## src/logic/acrs_pkg.sv

```systemverilog
// constants for the audio clock ratio select block
package acrs_pkg;
   // register word indices; byte address is four times the index
   localparam logic [7:0] IDX_CTRL = 8'h31;
   localparam logic [7:0] IDX_DIV_LO = 8'h3D;
   localparam logic [7:0] IDX_DIV_HI = 8'h3E;
   localparam logic [7:0] IDX_OUT1 = 8'h3F;
   localparam logic [7:0] IDX_OUT2 = 8'h40;
   localparam logic [7:0] IDX_OUT3 = 8'h41;
   localparam logic [7:0] IDX_RESERVED_GAP = 8'h42;
   localparam logic [7:0] IDX_STATUS = 8'h50;
   // field layout
   localparam int CTRL_HI_RATE_BIT = 5;
   localparam int STAT_MANUAL_BIT = 0;
   localparam int STAT_CONFLICT_BIT = 1;
   localparam int RATE_W = 3;
   localparam int MULT_W = 10;
   localparam int HALF_W = 16;
   localparam int NUM_OUT = 3;
   // reset values
   localparam logic [RATE_W-1:0] RATE_RST = 3'h0;
   localparam logic [31:0] DIV_RST = 32'h0000_0000;
   localparam logic HI_RATE_RST = 1'b0;
   // selector code to fs multiple; zero marks the z-bit (output off)
   localparam logic [MULT_W-1:0] MULT_TABLE [8] = '{
      10'h200, 10'h180, 10'h100, 10'h0C0, 10'h080, 10'h040, 10'h001, 10'h000};
   // codes whose multiple needs the high-rate control bit
   localparam logic [7:0] NEEDS_HI_RATE = 8'h0A;
endpackage : acrs_pkg

```

## src/logic/acrs_audio_clock_ratio_select.sv

```systemverilog
// register file and rate decode for the audio clock ratio section
//////////////////////////////////////////////////////////////////////
// Function
// 32-bit software value is the audio genlock divide denominator.
// divisor split: low index holds bits 15-0, next index bits 31-16.
// a software write switches the divisor to manual audio-to-video lock.
// until written, divisor follows the value of the selected video standard.
// 3-bit selector sets output 1 multiple of fs; resets to zero.
// independent 3-bit selector for output 2, same choices, resets zero.
// independent 3-bit selector for output 3, same choices, resets zero.
// software sets control bit 5 when choosing 384fs or 192fs.
// software writes zeros to reserved selector bits 15-3.
// selector code to multiple follows a fixed mapping table.
module acrs_audio_clock_ratio_select #(
   parameter int ADDR_W = 12
) (
   // clock and reset
   input wire logic core_clk,
   input wire logic srst,
   // apb slave
   input wire logic [ADDR_W-1:0] paddr,
   input wire logic psel,
   input wire logic penable,
   input wire logic pwrite,
   input wire logic [31:0] pwdata,
   input wire logic [3:0] pstrb,
   output logic [31:0] prdata,
   output logic pready,
   output logic pslverr,
   // divisor of the selected video standard
   input wire logic [31:0] video_std_divisor,
   // genlock loop configuration
   output logic [31:0] audio_ref_divisor,
   output logic manual_lock,
   output logic high_rate_enable,
   output logic rate_conflict,
   // audio clock output settings
   output logic [acrs_pkg::RATE_W-1:0] audio_clock_out_1_code,
   output logic [acrs_pkg::RATE_W-1:0] audio_clock_out_2_code,
   output logic [acrs_pkg::RATE_W-1:0] audio_clock_out_3_code,
   output logic [acrs_pkg::MULT_W-1:0] audio_clock_out_1_mult,
   output logic [acrs_pkg::MULT_W-1:0] audio_clock_out_2_mult,
   output logic [acrs_pkg::MULT_W-1:0] audio_clock_out_3_mult,
   output logic [acrs_pkg::NUM_OUT-1:0] audio_clock_out_drive
);
   import acrs_pkg::*;

   typedef struct packed {
      logic [31:0] div;
      logic manual;
      logic hi_rate;
      logic [NUM_OUT-1:0][RATE_W-1:0] rate;
      logic [NUM_OUT-1:0][MULT_W-1:0] mult;
      logic [NUM_OUT-1:0] drive;
      logic conflict;
      logic [31:0] rdata;
      logic err;
   } acrs_state_t;

   acrs_state_t state;
   acrs_state_t next_state;

   //////////////////////////////////////////////////////////////////////
   // reset image of the state

   // every output starts at code zero, which is a driven clock
   // divisor starts at zero and picks up the video standard next edge
   localparam acrs_state_t STATE_RST = '{
      div: DIV_RST,
      manual: 1'b0,
      hi_rate: HI_RATE_RST,
      rate: {NUM_OUT{RATE_RST}},
      mult: {NUM_OUT{MULT_TABLE[RATE_RST]}},
      drive: {NUM_OUT{MULT_TABLE[RATE_RST] != '0}},
      conflict: 1'b0,
      rdata: 32'h0000_0000,
      err: 1'b0
   };

   //////////////////////////////////////////////////////////////////////
   // address decode

   // word index and alignment
   logic [7:0] idx;
   logic aligned;
   logic mapped;
   // transfer phases
   logic setup;
   logic access;
   logic wr;
   // per-register write enables
   logic ctrl_wr;
   logic div_lo_wr;
   logic div_hi_wr;

   // index must survive the narrowing to eight bits
   assign idx = 8'(paddr[ADDR_W-1:2]);
   assign aligned = (paddr[1:0] == 2'b00) && (paddr[ADDR_W-1:2] == (ADDR_W-2)'(idx));
   assign mapped = aligned && (idx == IDX_CTRL || idx == IDX_DIV_LO || idx == IDX_DIV_HI
      || idx == IDX_OUT1 || idx == IDX_OUT2 || idx == IDX_OUT3 || idx == IDX_RESERVED_GAP
      || idx == IDX_STATUS);

   //////////////////////////////////////////////////////////////////////
   // transfer phases

   assign setup = psel && !penable;
   assign access = psel && penable;
   assign wr = access && pwrite && mapped;

   // control bit write
   assign ctrl_wr = wr && (idx == IDX_CTRL) && pstrb[0];
   // per-half divisor writes
   assign div_lo_wr = wr && (idx == IDX_DIV_LO);
   assign div_hi_wr = wr && (idx == IDX_DIV_HI);

   //////////////////////////////////////////////////////////////////////
   // per-output selectors and decode

   logic [NUM_OUT-1:0] sel_wr;
   logic [NUM_OUT-1:0][RATE_W-1:0] sel_rate;
   logic [NUM_OUT-1:0][MULT_W-1:0] dec_mult;
   logic [NUM_OUT-1:0] dec_drive;
   logic [NUM_OUT-1:0] need_hi;

   generate
      for (genvar i = 0; i < NUM_OUT; i++) begin : g_out
         // selector write
         assign sel_wr[i] = wr && pstrb[0] && (idx == IDX_OUT1 + 8'(i));
         // reserved bits 15-3 are dropped here
         assign sel_rate[i] = sel_wr[i] ? pwdata[RATE_W-1:0] : state.rate[i];
         // code to multiple
         assign dec_mult[i] = MULT_TABLE[sel_rate[i]];
         // zero multiple means the output floats
         assign dec_drive[i] = (dec_mult[i] != '0);
         // high-rate dependency
         assign need_hi[i] = NEEDS_HI_RATE[sel_rate[i]];
      end
   endgenerate

   //////////////////////////////////////////////////////////////////////
   // divisor source

   logic [31:0] auto_div;

   // follow video standard
   // once software writes either half only further software writes change the value until reset
   always_comb begin
      if (state.manual) begin
         auto_div = state.div;
      end else begin
         auto_div = video_std_divisor;
      end
   end

   //////////////////////////////////////////////////////////////////////
   // read mux

   // 31h control: bit 5 high-rate enable
   // 3dh, 3eh: divisor low and high halves
   // 3fh, 40h, 41h: output selectors, bits 2-0
   // 42h: reserved, reads zero, no error
   // 50h: status, bit 0 manual lock, bit 1 conflict
   // anything else answers with an error and zero

   logic [31:0] read_word;

   always_comb begin
      read_word = 32'h0000_0000;
      case (idx)
         IDX_CTRL: begin
            read_word[CTRL_HI_RATE_BIT] = state.hi_rate;
         end
         // divisor readback
         IDX_DIV_LO: begin
            read_word[HALF_W-1:0] = state.div[HALF_W-1:0];
         end
         IDX_DIV_HI: begin
            read_word[HALF_W-1:0] = state.div[31:HALF_W];
         end
         // reserved bits read zero
         IDX_OUT1: begin
            read_word[RATE_W-1:0] = state.rate[0];
         end
         IDX_OUT2: begin
            read_word[RATE_W-1:0] = state.rate[1];
         end
         IDX_OUT3: begin
            read_word[RATE_W-1:0] = state.rate[2];
         end
         // reserved gap reads zero
         IDX_RESERVED_GAP: begin
            read_word = 32'h0000_0000;
         end
         // status bits
         IDX_STATUS: begin
            read_word[STAT_MANUAL_BIT] = state.manual;
            read_word[STAT_CONFLICT_BIT] = state.conflict;
         end
         default: begin
            read_word = 32'h0000_0000;
         end
      endcase
      // misaligned aliases must not leak
      if (!mapped) begin
         read_word = 32'h0000_0000;
      end
   end

   //////////////////////////////////////////////////////////////////////
   // next state

   always_comb begin
      next_state = state;
      next_state.div = auto_div;
      // control bit
      if (ctrl_wr) begin
         next_state.hi_rate = pwdata[CTRL_HI_RATE_BIT];
      end
      // low half
      if (div_lo_wr) begin
         if (pstrb[0]) begin
            next_state.div[7:0] = pwdata[7:0];
         end
         if (pstrb[1]) begin
            next_state.div[15:8] = pwdata[15:8];
         end
         // manual lock
         next_state.manual = 1'b1;
      end
      // high half
      if (div_hi_wr) begin
         if (pstrb[0]) begin
            next_state.div[23:16] = pwdata[7:0];
         end
         if (pstrb[1]) begin
            next_state.div[31:24] = pwdata[15:8];
         end
         // manual lock
         next_state.manual = 1'b1;
      end
      // selectors carry their own write logic
      next_state.rate = sel_rate;
      // registered decode
      next_state.mult = dec_mult;
      next_state.drive = dec_drive;
      // flag missing high-rate bit
      next_state.conflict = (|need_hi) && !next_state.hi_rate;
      // read data captured in setup phase
      if (setup) begin
         next_state.err = !mapped;
         next_state.rdata = read_word;
      end
   end

   //////////////////////////////////////////////////////////////////////
   // state register

   always_ff @(posedge core_clk) begin
      // zero reset
      if (srst) begin
         state <= STATE_RST;
      end else begin
         state <= next_state;
      end
   end

   //////////////////////////////////////////////////////////////////////
   // apb response

   // no wait states: every access ends at its first access edge
   assign pready = 1'b1;
   // read word was captured at the setup edge
   assign prdata = state.rdata;
   // error shows only during the access phase
   assign pslverr = access && state.err;

   //////////////////////////////////////////////////////////////////////
   // genlock loop configuration

   // divisor to loop
   assign audio_ref_divisor = state.div;
   assign manual_lock = state.manual;
   assign high_rate_enable = state.hi_rate;
   // flag only; the high-rate bit is never forced
   assign rate_conflict = state.conflict;

   //////////////////////////////////////////////////////////////////////
   // audio clock output settings

   assign audio_clock_out_1_code = state.rate[0];
   assign audio_clock_out_2_code = state.rate[1];
   assign audio_clock_out_3_code = state.rate[2];

   assign audio_clock_out_1_mult = state.mult[0];
   assign audio_clock_out_2_mult = state.mult[1];
   assign audio_clock_out_3_mult = state.mult[2];

   // one enable per output, low for z-bit
   assign audio_clock_out_drive = state.drive;

endmodule : acrs_audio_clock_ratio_select

```

## config.mk

```make
export PLATFORM = sky130hd
export DESIGN_NAME = acrs_audio_clock_ratio_select
export DESIGN_NICKNAME = d
export VERILOG_FILES = /design/src/logic/acrs_pkg.sv /design/src/logic/acrs_audio_clock_ratio_select.sv
export SDC_FILE = /design/constraint.sdc
export NUM_CORES = 1
export LEC_CHECK = 0
export BUFFER_PORTS_ARGS = -buffer_cell sky130_fd_sc_hd__buf_2
export CAP_MARGIN = 10
export CORE_MARGIN = 1.5
export CORE_UTILIZATION = 39
export CTS_CLUSTER_DIAMETER = 100
export DETAILED_ROUTE_END_ITERATION = 10
export HOLD_SLACK_MARGIN = 0.06
export PLACE_DENSITY_LB_ADDON = 0.08
export SYNTH_ARGS = -nofsm -noshare
export SYNTH_HDL_FRONTEND = slang
export SYNTH_SLANG_ARGS = --single-unit
```

## constraint.sdc

```tcl
create_clock -name core_clk -period 7.5 [get_ports core_clk]
set_input_delay 1.5 -clock core_clk [delete_from_list [all_inputs] [get_ports core_clk]]
set_output_delay 1.5 -clock core_clk [all_outputs]
set_load 0.1 [all_outputs]
```

# ---- Word level (Yosys, flattened, before mapping)
# Memories as Yosys holds them, arrays and structs flattened.
# Cells that the tools add are included.
dict set report totals {
  reg_bits 110
  romBits 264
  in_bits 85
  output_inout_bits 111
  word_cells 96
  memories 6
}
# memory depth width rd rd_clocked_by_memory_dff wr line
set memory_table {}
lappend memory_table {{(name not given)} 8 10 1 0 0 acrs_audio_clock_ratio_select.sv:132} ;# assign dec_mult[i] = MULT_TABLE[sel_rate[i]];
lappend memory_table {{(name not given)} 8 10 1 0 0 acrs_audio_clock_ratio_select.sv:132}
lappend memory_table {{(name not given)} 8 10 1 0 0 acrs_audio_clock_ratio_select.sv:132}
lappend memory_table {{(name not given)} 8 1 1 0 0 acrs_audio_clock_ratio_select.sv:136} ;# assign need_hi[i] = NEEDS_HI_RATE[sel_rate[i]];
lappend memory_table {{(name not given)} 8 1 1 0 0 acrs_audio_clock_ratio_select.sv:136}
lappend memory_table {{(name not given)} 8 1 1 0 0 acrs_audio_clock_ratio_select.sv:136}
dict set report classes {
  magnitude_cmp 6
  n_eq_ne 8
  muxes 27
  bitwise_logic 3
  n_reduce_logical 33
}
# op count
set ops {}
lappend ops {{$mux W10} 6}
lappend ops {{$eq A8 B6 Y1 const B} 4}
lappend ops {{$eq A8 B7 Y1 const B} 4}
lappend ops {{$mux W16} 2}
lappend ops {{$mux W32} 1}
lappend ops {{$mux W8} 4}
lappend ops {{$reduce_bool A10 Y1} 3}
lappend ops {{$pmux W10 S2} 1}
lappend ops {{$mux W17} 1}
lappend ops {{$logic_and A1 B1 Y1} 16}
lappend ops {{$ge A4 B4 Y1 const B} 3}
lappend ops {{$lt A3 B4 Y1 const B} 3}
lappend ops {{$not A3 Y4} 3}
lappend ops {{$pmux W2 S6} 1}
lappend ops {{$mux W3} 3}
lappend ops {{$logic_or A1 B1 Y1} 7}
lappend ops {{$mux W1} 5}
lappend ops {{$pmux W1 S5} 1}
lappend ops {{$logic_not A2 Y1} 2}
lappend ops {{$pmux W2 S2} 1}
lappend ops {{$logic_not A1 Y1} 3}
lappend ops {{$pmux W1 S3} 1}
lappend ops {{$reduce_or A3 Y1} 1}
lappend ops {{$reduce_bool A2 Y1} 1}

# ---- Depth between registers and ports, before layout
dict set report logic_depth {
  word_depth 18
  ltp_mapped 10
  mapped_depth_nobuf 9
}

# ---- Least setup slack after synthesis
# Ideal clock, no wire load.
dict set report synth_timing {
  path_kind {in2reg}
  startpoint {input paddr[7]}
  endpoint {register state, in the netlist audio_clock_out_drive[1]}
  setup_time_ns 0.135
  t_arrival_ns 4.062
  required_time_ns 7.365
  path_slack_ns 3.303
  path_stages 9
  path_buffers 1
  cell_sequence {or3b_2 -> clkbuf_1 -> or3_1 -> nor3_2 -> mux2i_1 -> ha_1 -> or4_1 -> a21oi_1 -> o22ai_1}
}
dict set report synth_via {
  elab_chain_cells 18
  elab_cells_between_ends 25
  classes_between {8 x eq/ne; 3 x mux; 1 x bitwise; 12 x reduce/logical; 1 x memory}
}
# element line
set synth_lines {}
lappend synth_lines {{start, declared} acrs_audio_clock_ratio_select.sv:21} ;# input wire logic [ADDR_W-1:0] paddr,
lappend synth_lines {{$eq A8 B6 Y1} acrs_audio_clock_ratio_select.sv:99} ;# assign mapped = aligned && (idx == IDX_CTRL || idx == IDX_DIV_LO || idx == IDX_DIV_HI
lappend synth_lines {{$logic_or A1 B1 Y1 (2 in series)} acrs_audio_clock_ratio_select.sv:99}
lappend synth_lines {{$logic_or A1 B1 Y1 (4 in series)} acrs_audio_clock_ratio_select.sv:100} ;# || idx == IDX_OUT1 || idx == IDX_OUT2 || idx == IDX_OUT3 || idx == IDX_RESERVED_GAP
lappend synth_lines {{$logic_or A1 B1 Y1} acrs_audio_clock_ratio_select.sv:101} ;# || idx == IDX_STATUS);
lappend synth_lines {{$logic_and A1 B1 Y1} acrs_audio_clock_ratio_select.sv:99}
lappend synth_lines {{$logic_and A1 B1 Y1} acrs_audio_clock_ratio_select.sv:108} ;# assign wr = access && pwrite && mapped;
lappend synth_lines {{$logic_and A1 B1 Y1} acrs_audio_clock_ratio_select.sv:128} ;# assign sel_wr[i] = wr && pstrb[0] && (idx == IDX_OUT1 + 8'(i));
lappend synth_lines {{$logic_and A1 B1 Y1 (*)} acrs_audio_clock_ratio_select.sv:128}
lappend synth_lines {{$mux W3 (*)} acrs_audio_clock_ratio_select.sv:130} ;# assign sel_rate[i] = sel_wr[i] ? pwdata[RATE_W-1:0] : state.rate[i];
lappend synth_lines {{$not A3 Y4 (implied by the code) (*)} acrs_audio_clock_ratio_select.sv:132}
lappend synth_lines {{$mem_v2 Z8 W10 (*)} --}
lappend synth_lines {{$mux W10 (implied by the code) (*) (2 in series)} acrs_audio_clock_ratio_select.sv:132}
lappend synth_lines {{$reduce_bool A10 Y1 (*)} acrs_audio_clock_ratio_select.sv:134} ;# assign dec_drive[i] = (dec_mult[i] != '0);
lappend synth_lines {{end signal, assigned} acrs_audio_clock_ratio_select.sv:263} ;# state <= next_state;
lappend synth_lines {{end, declared} acrs_audio_clock_ratio_select.sv:60} ;# acrs_state_t state;
# Every way passes the cells marked *; elsewhere a longest branch is shown, timed or not. The select of a mux whose other input is x is not followed.
# A chain may end at the register's enable or synchronous reset.

# ---- Worst setup path in the final report
dict set report layout_timing {
  startpoint {input paddr[1]}
  endpoint {register state, in the netlist audio_clock_out_drive[1]}
}
dict set report layout_via {
  elab_chain_cells 12
}
# element line
set layout_lines {}
lappend layout_lines {{$logic_not A2 Y1} acrs_audio_clock_ratio_select.sv:98} ;# assign aligned = (paddr[1:0] == 2'b00) && (paddr[ADDR_W-1:2] == (ADDR_W-2)'(idx));
lappend layout_lines {{$logic_and A1 B1 Y1} acrs_audio_clock_ratio_select.sv:98}
lappend layout_lines {{$logic_and A1 B1 Y1} acrs_audio_clock_ratio_select.sv:99}
lappend layout_lines {{$logic_and A1 B1 Y1} acrs_audio_clock_ratio_select.sv:108}
lappend layout_lines {{$logic_and A1 B1 Y1 (2 in series)} acrs_audio_clock_ratio_select.sv:128}
lappend layout_lines {{$mux W3} acrs_audio_clock_ratio_select.sv:130}
lappend layout_lines {{$not A3 Y4 (implied by the code)} acrs_audio_clock_ratio_select.sv:132}
lappend layout_lines {{$mem_v2 Z8 W10} --}
lappend layout_lines {{$mux W10 (implied by the code) (2 in series)} acrs_audio_clock_ratio_select.sv:132}
lappend layout_lines {{$reduce_bool A10 Y1} acrs_audio_clock_ratio_select.sv:134}
# Every way passes these cells. The select of a mux whose other input is x is not followed.

==> results.md <==
GRT:
- The largest net degree at the start of global routing is 74.
- The via count of the first global-routing pass is 3616.
- The initial antenna violation count came to 1.
- The first global-routing pass estimated 18800 µm of wire.
- For this run, the total global-route usage over all layers was measured as 0.191.
- After global routing the overflow that remains totals 0.

Pwr:
- The cell leakage power is 2.31 nW.
- The ratio of total power to cell area is 214 nW/µm².
- The worst-case IR drop observed on VDD is 80.6 µV.

CTS:
- The cell at the root of the clock tree is clkbuf_16.
- Buffers inserted to repair hold after CTS numbered 0.
- The number of buffers inserted during clock tree synthesis is 9.
- TritonCTS built the clock tree.
- The clock passes through at most 2 buffers.
- The H-tree depth is 3.
- The later pin in the worst-skew pair is clocked with a latency of 340 ps.
- In this run the post-CTS setup repair buffer count came out at 0.
- CTS saw 79 sinks.
- Clock-pin slew was measured on the worst setup and hold paths at 60 ps.
- The number of gates resized after CTS was 0.

Placement:
- Port buffering added 145 buffers.
- Including well taps, the total number of placed cells is 731.
- The detailed-placement wirelength estimate is 8690 µm.
- Routability-driven placement finished with a final weighted congestion of 0.821.

Timing:
- At the pin with the least slew margin, the transition time is 1020 ps.
- The number of hold violations in the final report is 0.
- The maximum operating frequency is 234 MHz.
- Setup repair after global routing left no endpoint under its margin.
- In the finished design, the share of the clock period the worst path needs comes to 0.570.
- The worst pin sits at a relative slew slack of 0.316.
- The shortest clock period the worst path allows after layout is 4270 ps.
- The final max-slew violation count is 0.
- The worst setup skew after layout is 5.45 ps.
- Setup violations remaining at the end of the flow were counted as 0.
- The worst hold margin is 451 ps.
- For the final routed database, the setup TNS stands at 0 ps.

Logic synthesis:
- The dominant register cell in the synthesized netlist is dfxtp_1.
- The number of different library cells used by synthesis comes to 55.
- Yosys mapped a number of flops with a built-in enable equal to 0.
- Synthesis handed over a netlist of 547 instances.
- The proportion of synthesized chip area in sequential cells is 0.334.
- The synthesized area per cell is 8.66 µm².
- The count of state elements after synthesis is 79.
- Summing every instance area after synthesis gives 4740 µm².
- For this run, asynchronously set or reset flops after synthesis account for 0.
- The number of warnings issued by yosys is 0.

Finish:
- The number of antenna repair diodes is 0.
- The post-layout instance count excluding filler cells is 747.
- In the layout the commonest cells are buf_2 (145), dfxtp_1 (78), nor2_1 (45).
- Compared with the post-synthesis result, the final layout area differs by 8.75%.
- The sequential standard cell area is 1580 µm².
- The number of fillers in the final layout is 1255.
- The combined area of the multi-input logic cells is 2290 µm².
- The net count of the finished layout is 692.
- Leaving out fill and tap cells, the most frequent cell in the layout is buf_2.
- In the final layout, the share of cells above drive strength 1 is 0.323.

Floorplan:
- The die is 113 µm tall.
- The total core area is 11900 µm².
- The top-level I/O count is 196.
- The placement row count is 40.
- The initial core utilization is 0.398.
- The die covers 12800 µm².
- The die width is 113 µm.

Drt:
- The starting DRC count in detailed routing is 132.
- In this run the remaining antenna-violating nets after routing total 0.
- Dividing the detail-routed via count by the number of cells gives 5.05.
- The wire length reported by the detailed router is 12100 µm.
- In the routed design, unresolved DRC markers number 0.
- The final routed wire length divided by cell count is 16.1 µm.
- The overall via count from detail_route is 3773.
- The count of TritonRoute iterations in the first routing pass is 4.

Critical path:
- The cell with the most instances on the worst path is or4_1.
- The nature of the critical path endpoint is a register.
- The standard cell with the maximum stage delay on the critical path is or4_1.
- At the worst endpoint, the required time is 7710 ps.
- Of all nets on the critical path, the largest fanout is 5.
- By startpoint and endpoint, the worst setup path is classified as in -> reg.
- The largest single stage delay on the critical path is 680 ps.
- The type of origin of the critical path is an input port.
- The critical path goes through buf_2, or4_1, or2_1, nor3_2, mux2i_1, ha_1, or4_1, a21oi_1, o22ai_1.
- STA puts the critical path data arrival time at 4480 ps.

Worst hold path:
- The min-delay analysis places its worst path in the category reg -> reg.

Job:
- Across the run, the number of max-cap violations was 0.

Status:
- The flow ran to the end, and the final reports show no timing, DRC or antenna violations.
[where the power goes]
part           total [mW]  switching [mW]  internal, mW
logic               0.205           0.173        0.0315
registers           0.437         0.00760         0.429
clock network       0.463           0.174         0.289
total                1.10           0.354         0.750
[cell families (layout without fill, tap and decap cells)]
group | count (synthesis) | after routing | share of synthesized area
AOI/OAI and AO/OA | 103 | 103 | 0.152
xor gates and xnor gates | 1 | 1 | 0.00185
adders and majority gates | 13 | 13 | 0.0338
buffers and inverters | 151 | 174 | 0.207
DFF | 79 | 79 | 0.334
muxes | 47 | 47 | 0.105
other | 2 | 32 | 0.00159
and+or+nand+nor | 151 | 151 | 0.165
[sequential cells by signal (all words and copies together) (netlist names)]
signal and flops:
audio_clock_out_2_code 3, audio_clock_out_1_mult 5, manual_lock 1, rate_conflict 1, audio_clock_out_2_mult 5, audio_ref_divisor 32
audio_clock_out_3_mult 5, high_rate_enable 1, state 1, audio_clock_out_3_code 3, prdata 16, audio_clock_out_drive 3
audio_clock_out_1_code 3
[Yosys cell counts (all sizes together), types with 2 or more instances]
cell,count,area (µm²)
a21o,6,45.0
a22oi,17,128
o31ai,2,20.0
a21oi,25,125
nand4,9,56.3
conb,2,7.51
buf,116,847
nand3,7,35.0
a31oi,4,25.0
o21ai,8,40.0
and3,6,37.5
and2,6,37.5
and4,3,26.3
ha,12,150
nor3b,2,15.0
a2111oi,3,26.3
mux2,20,225
nor3,8,50.1
nand2b,3,18.8
or4,3,22.5
dfxtp,79,1580
nor2b,2,12.5
inv,11,41.3
or3,2,12.5
clkbuf,23,86.3
nor4,6,67.6
nor2,47,186
mux2i,27,270
nand2,42,158
a211oi,18,135
a2bb2oi,12,105
[cell type report]
| type | instances | share of cell area |
|---|---|---|
| clock inverters | 7 | 0.0170 |
| inverters | 12 | 0.00875 |
| clock buffers | 9 | 0.0437 |
| well taps | 147 | 0.0357 |
| repair buffers | 146 | 0.142 |
| multi-input cells | 347 | 0.445 |
| flip-flops and latches | 79 | 0.307 |
[per-layer routing]
metal / part of all wire / wire length [µm] / vias up / GRT usage
met2: 0.49 / 5950 / 140 / 0.325
li1: - / - / 1878 / -
met3: 0.068 / 823 / 15 / 0.0466
met1: 0.42 / 5040 / 1740 / 0.230
met4: 0.020 / 238 / 0 / 0.0800
met5: 0 / 0 / - / 0
[worst max-delay path, delay by kind of cell]
| kind | cells | cell delay, ps |
|---|---|---|
| adder cells (fa/ha/maj) | 1 | 320 |
| AND/OR/NAND/NOR | 4 | 1920 |
| AO/OA/AOI/OAI | 2 | 250 |
| buffers and inverters | 1 | 90 |
| multiplexers | 1 | 400 |
[metrics by stage]
step | cell area (µm²) | util | power [mW] | setup slack [ps]
after floorplan | 4850 | - | 0.639 | 3300
after global placement | 4840 | 0.406 | 0.650 | 2950
after detailed placement | 4840 | 0.406 | 0.651 | 2890
after CTS | 5150 | 0.432 | 1.12 | 3240
after global routing | 5150 | 0.432 | 1.14 | 3110
final | 5150 | 0.432 | 1.10 | 3230
[final timing paths]
| check | startpoint | to | slack [ps] | depth (start not counted) |
|---|---|---|---|---|
| worst max-delay path | paddr[1] | audio_clock_out_drive[1]$_SDFF_PP1_ | 3230 | 9 |
| worst min register to register | prdata[1]$_SDFFE_PP0P_ | prdata[1]$_SDFFE_PP0P_ | 450 | 2 |
| worst min-delay path | prdata[1]$_SDFFE_PP0P_ | prdata[1]$_SDFFE_PP0P_ | 450 | 2 |
| worst max register to register | audio_clock_out_2_code[0]$_SDFF_PP0_ | audio_clock_out_drive[1]$_SDFF_PP1_ | 5610 | 5 |
(Power assumes the default switching activity.)
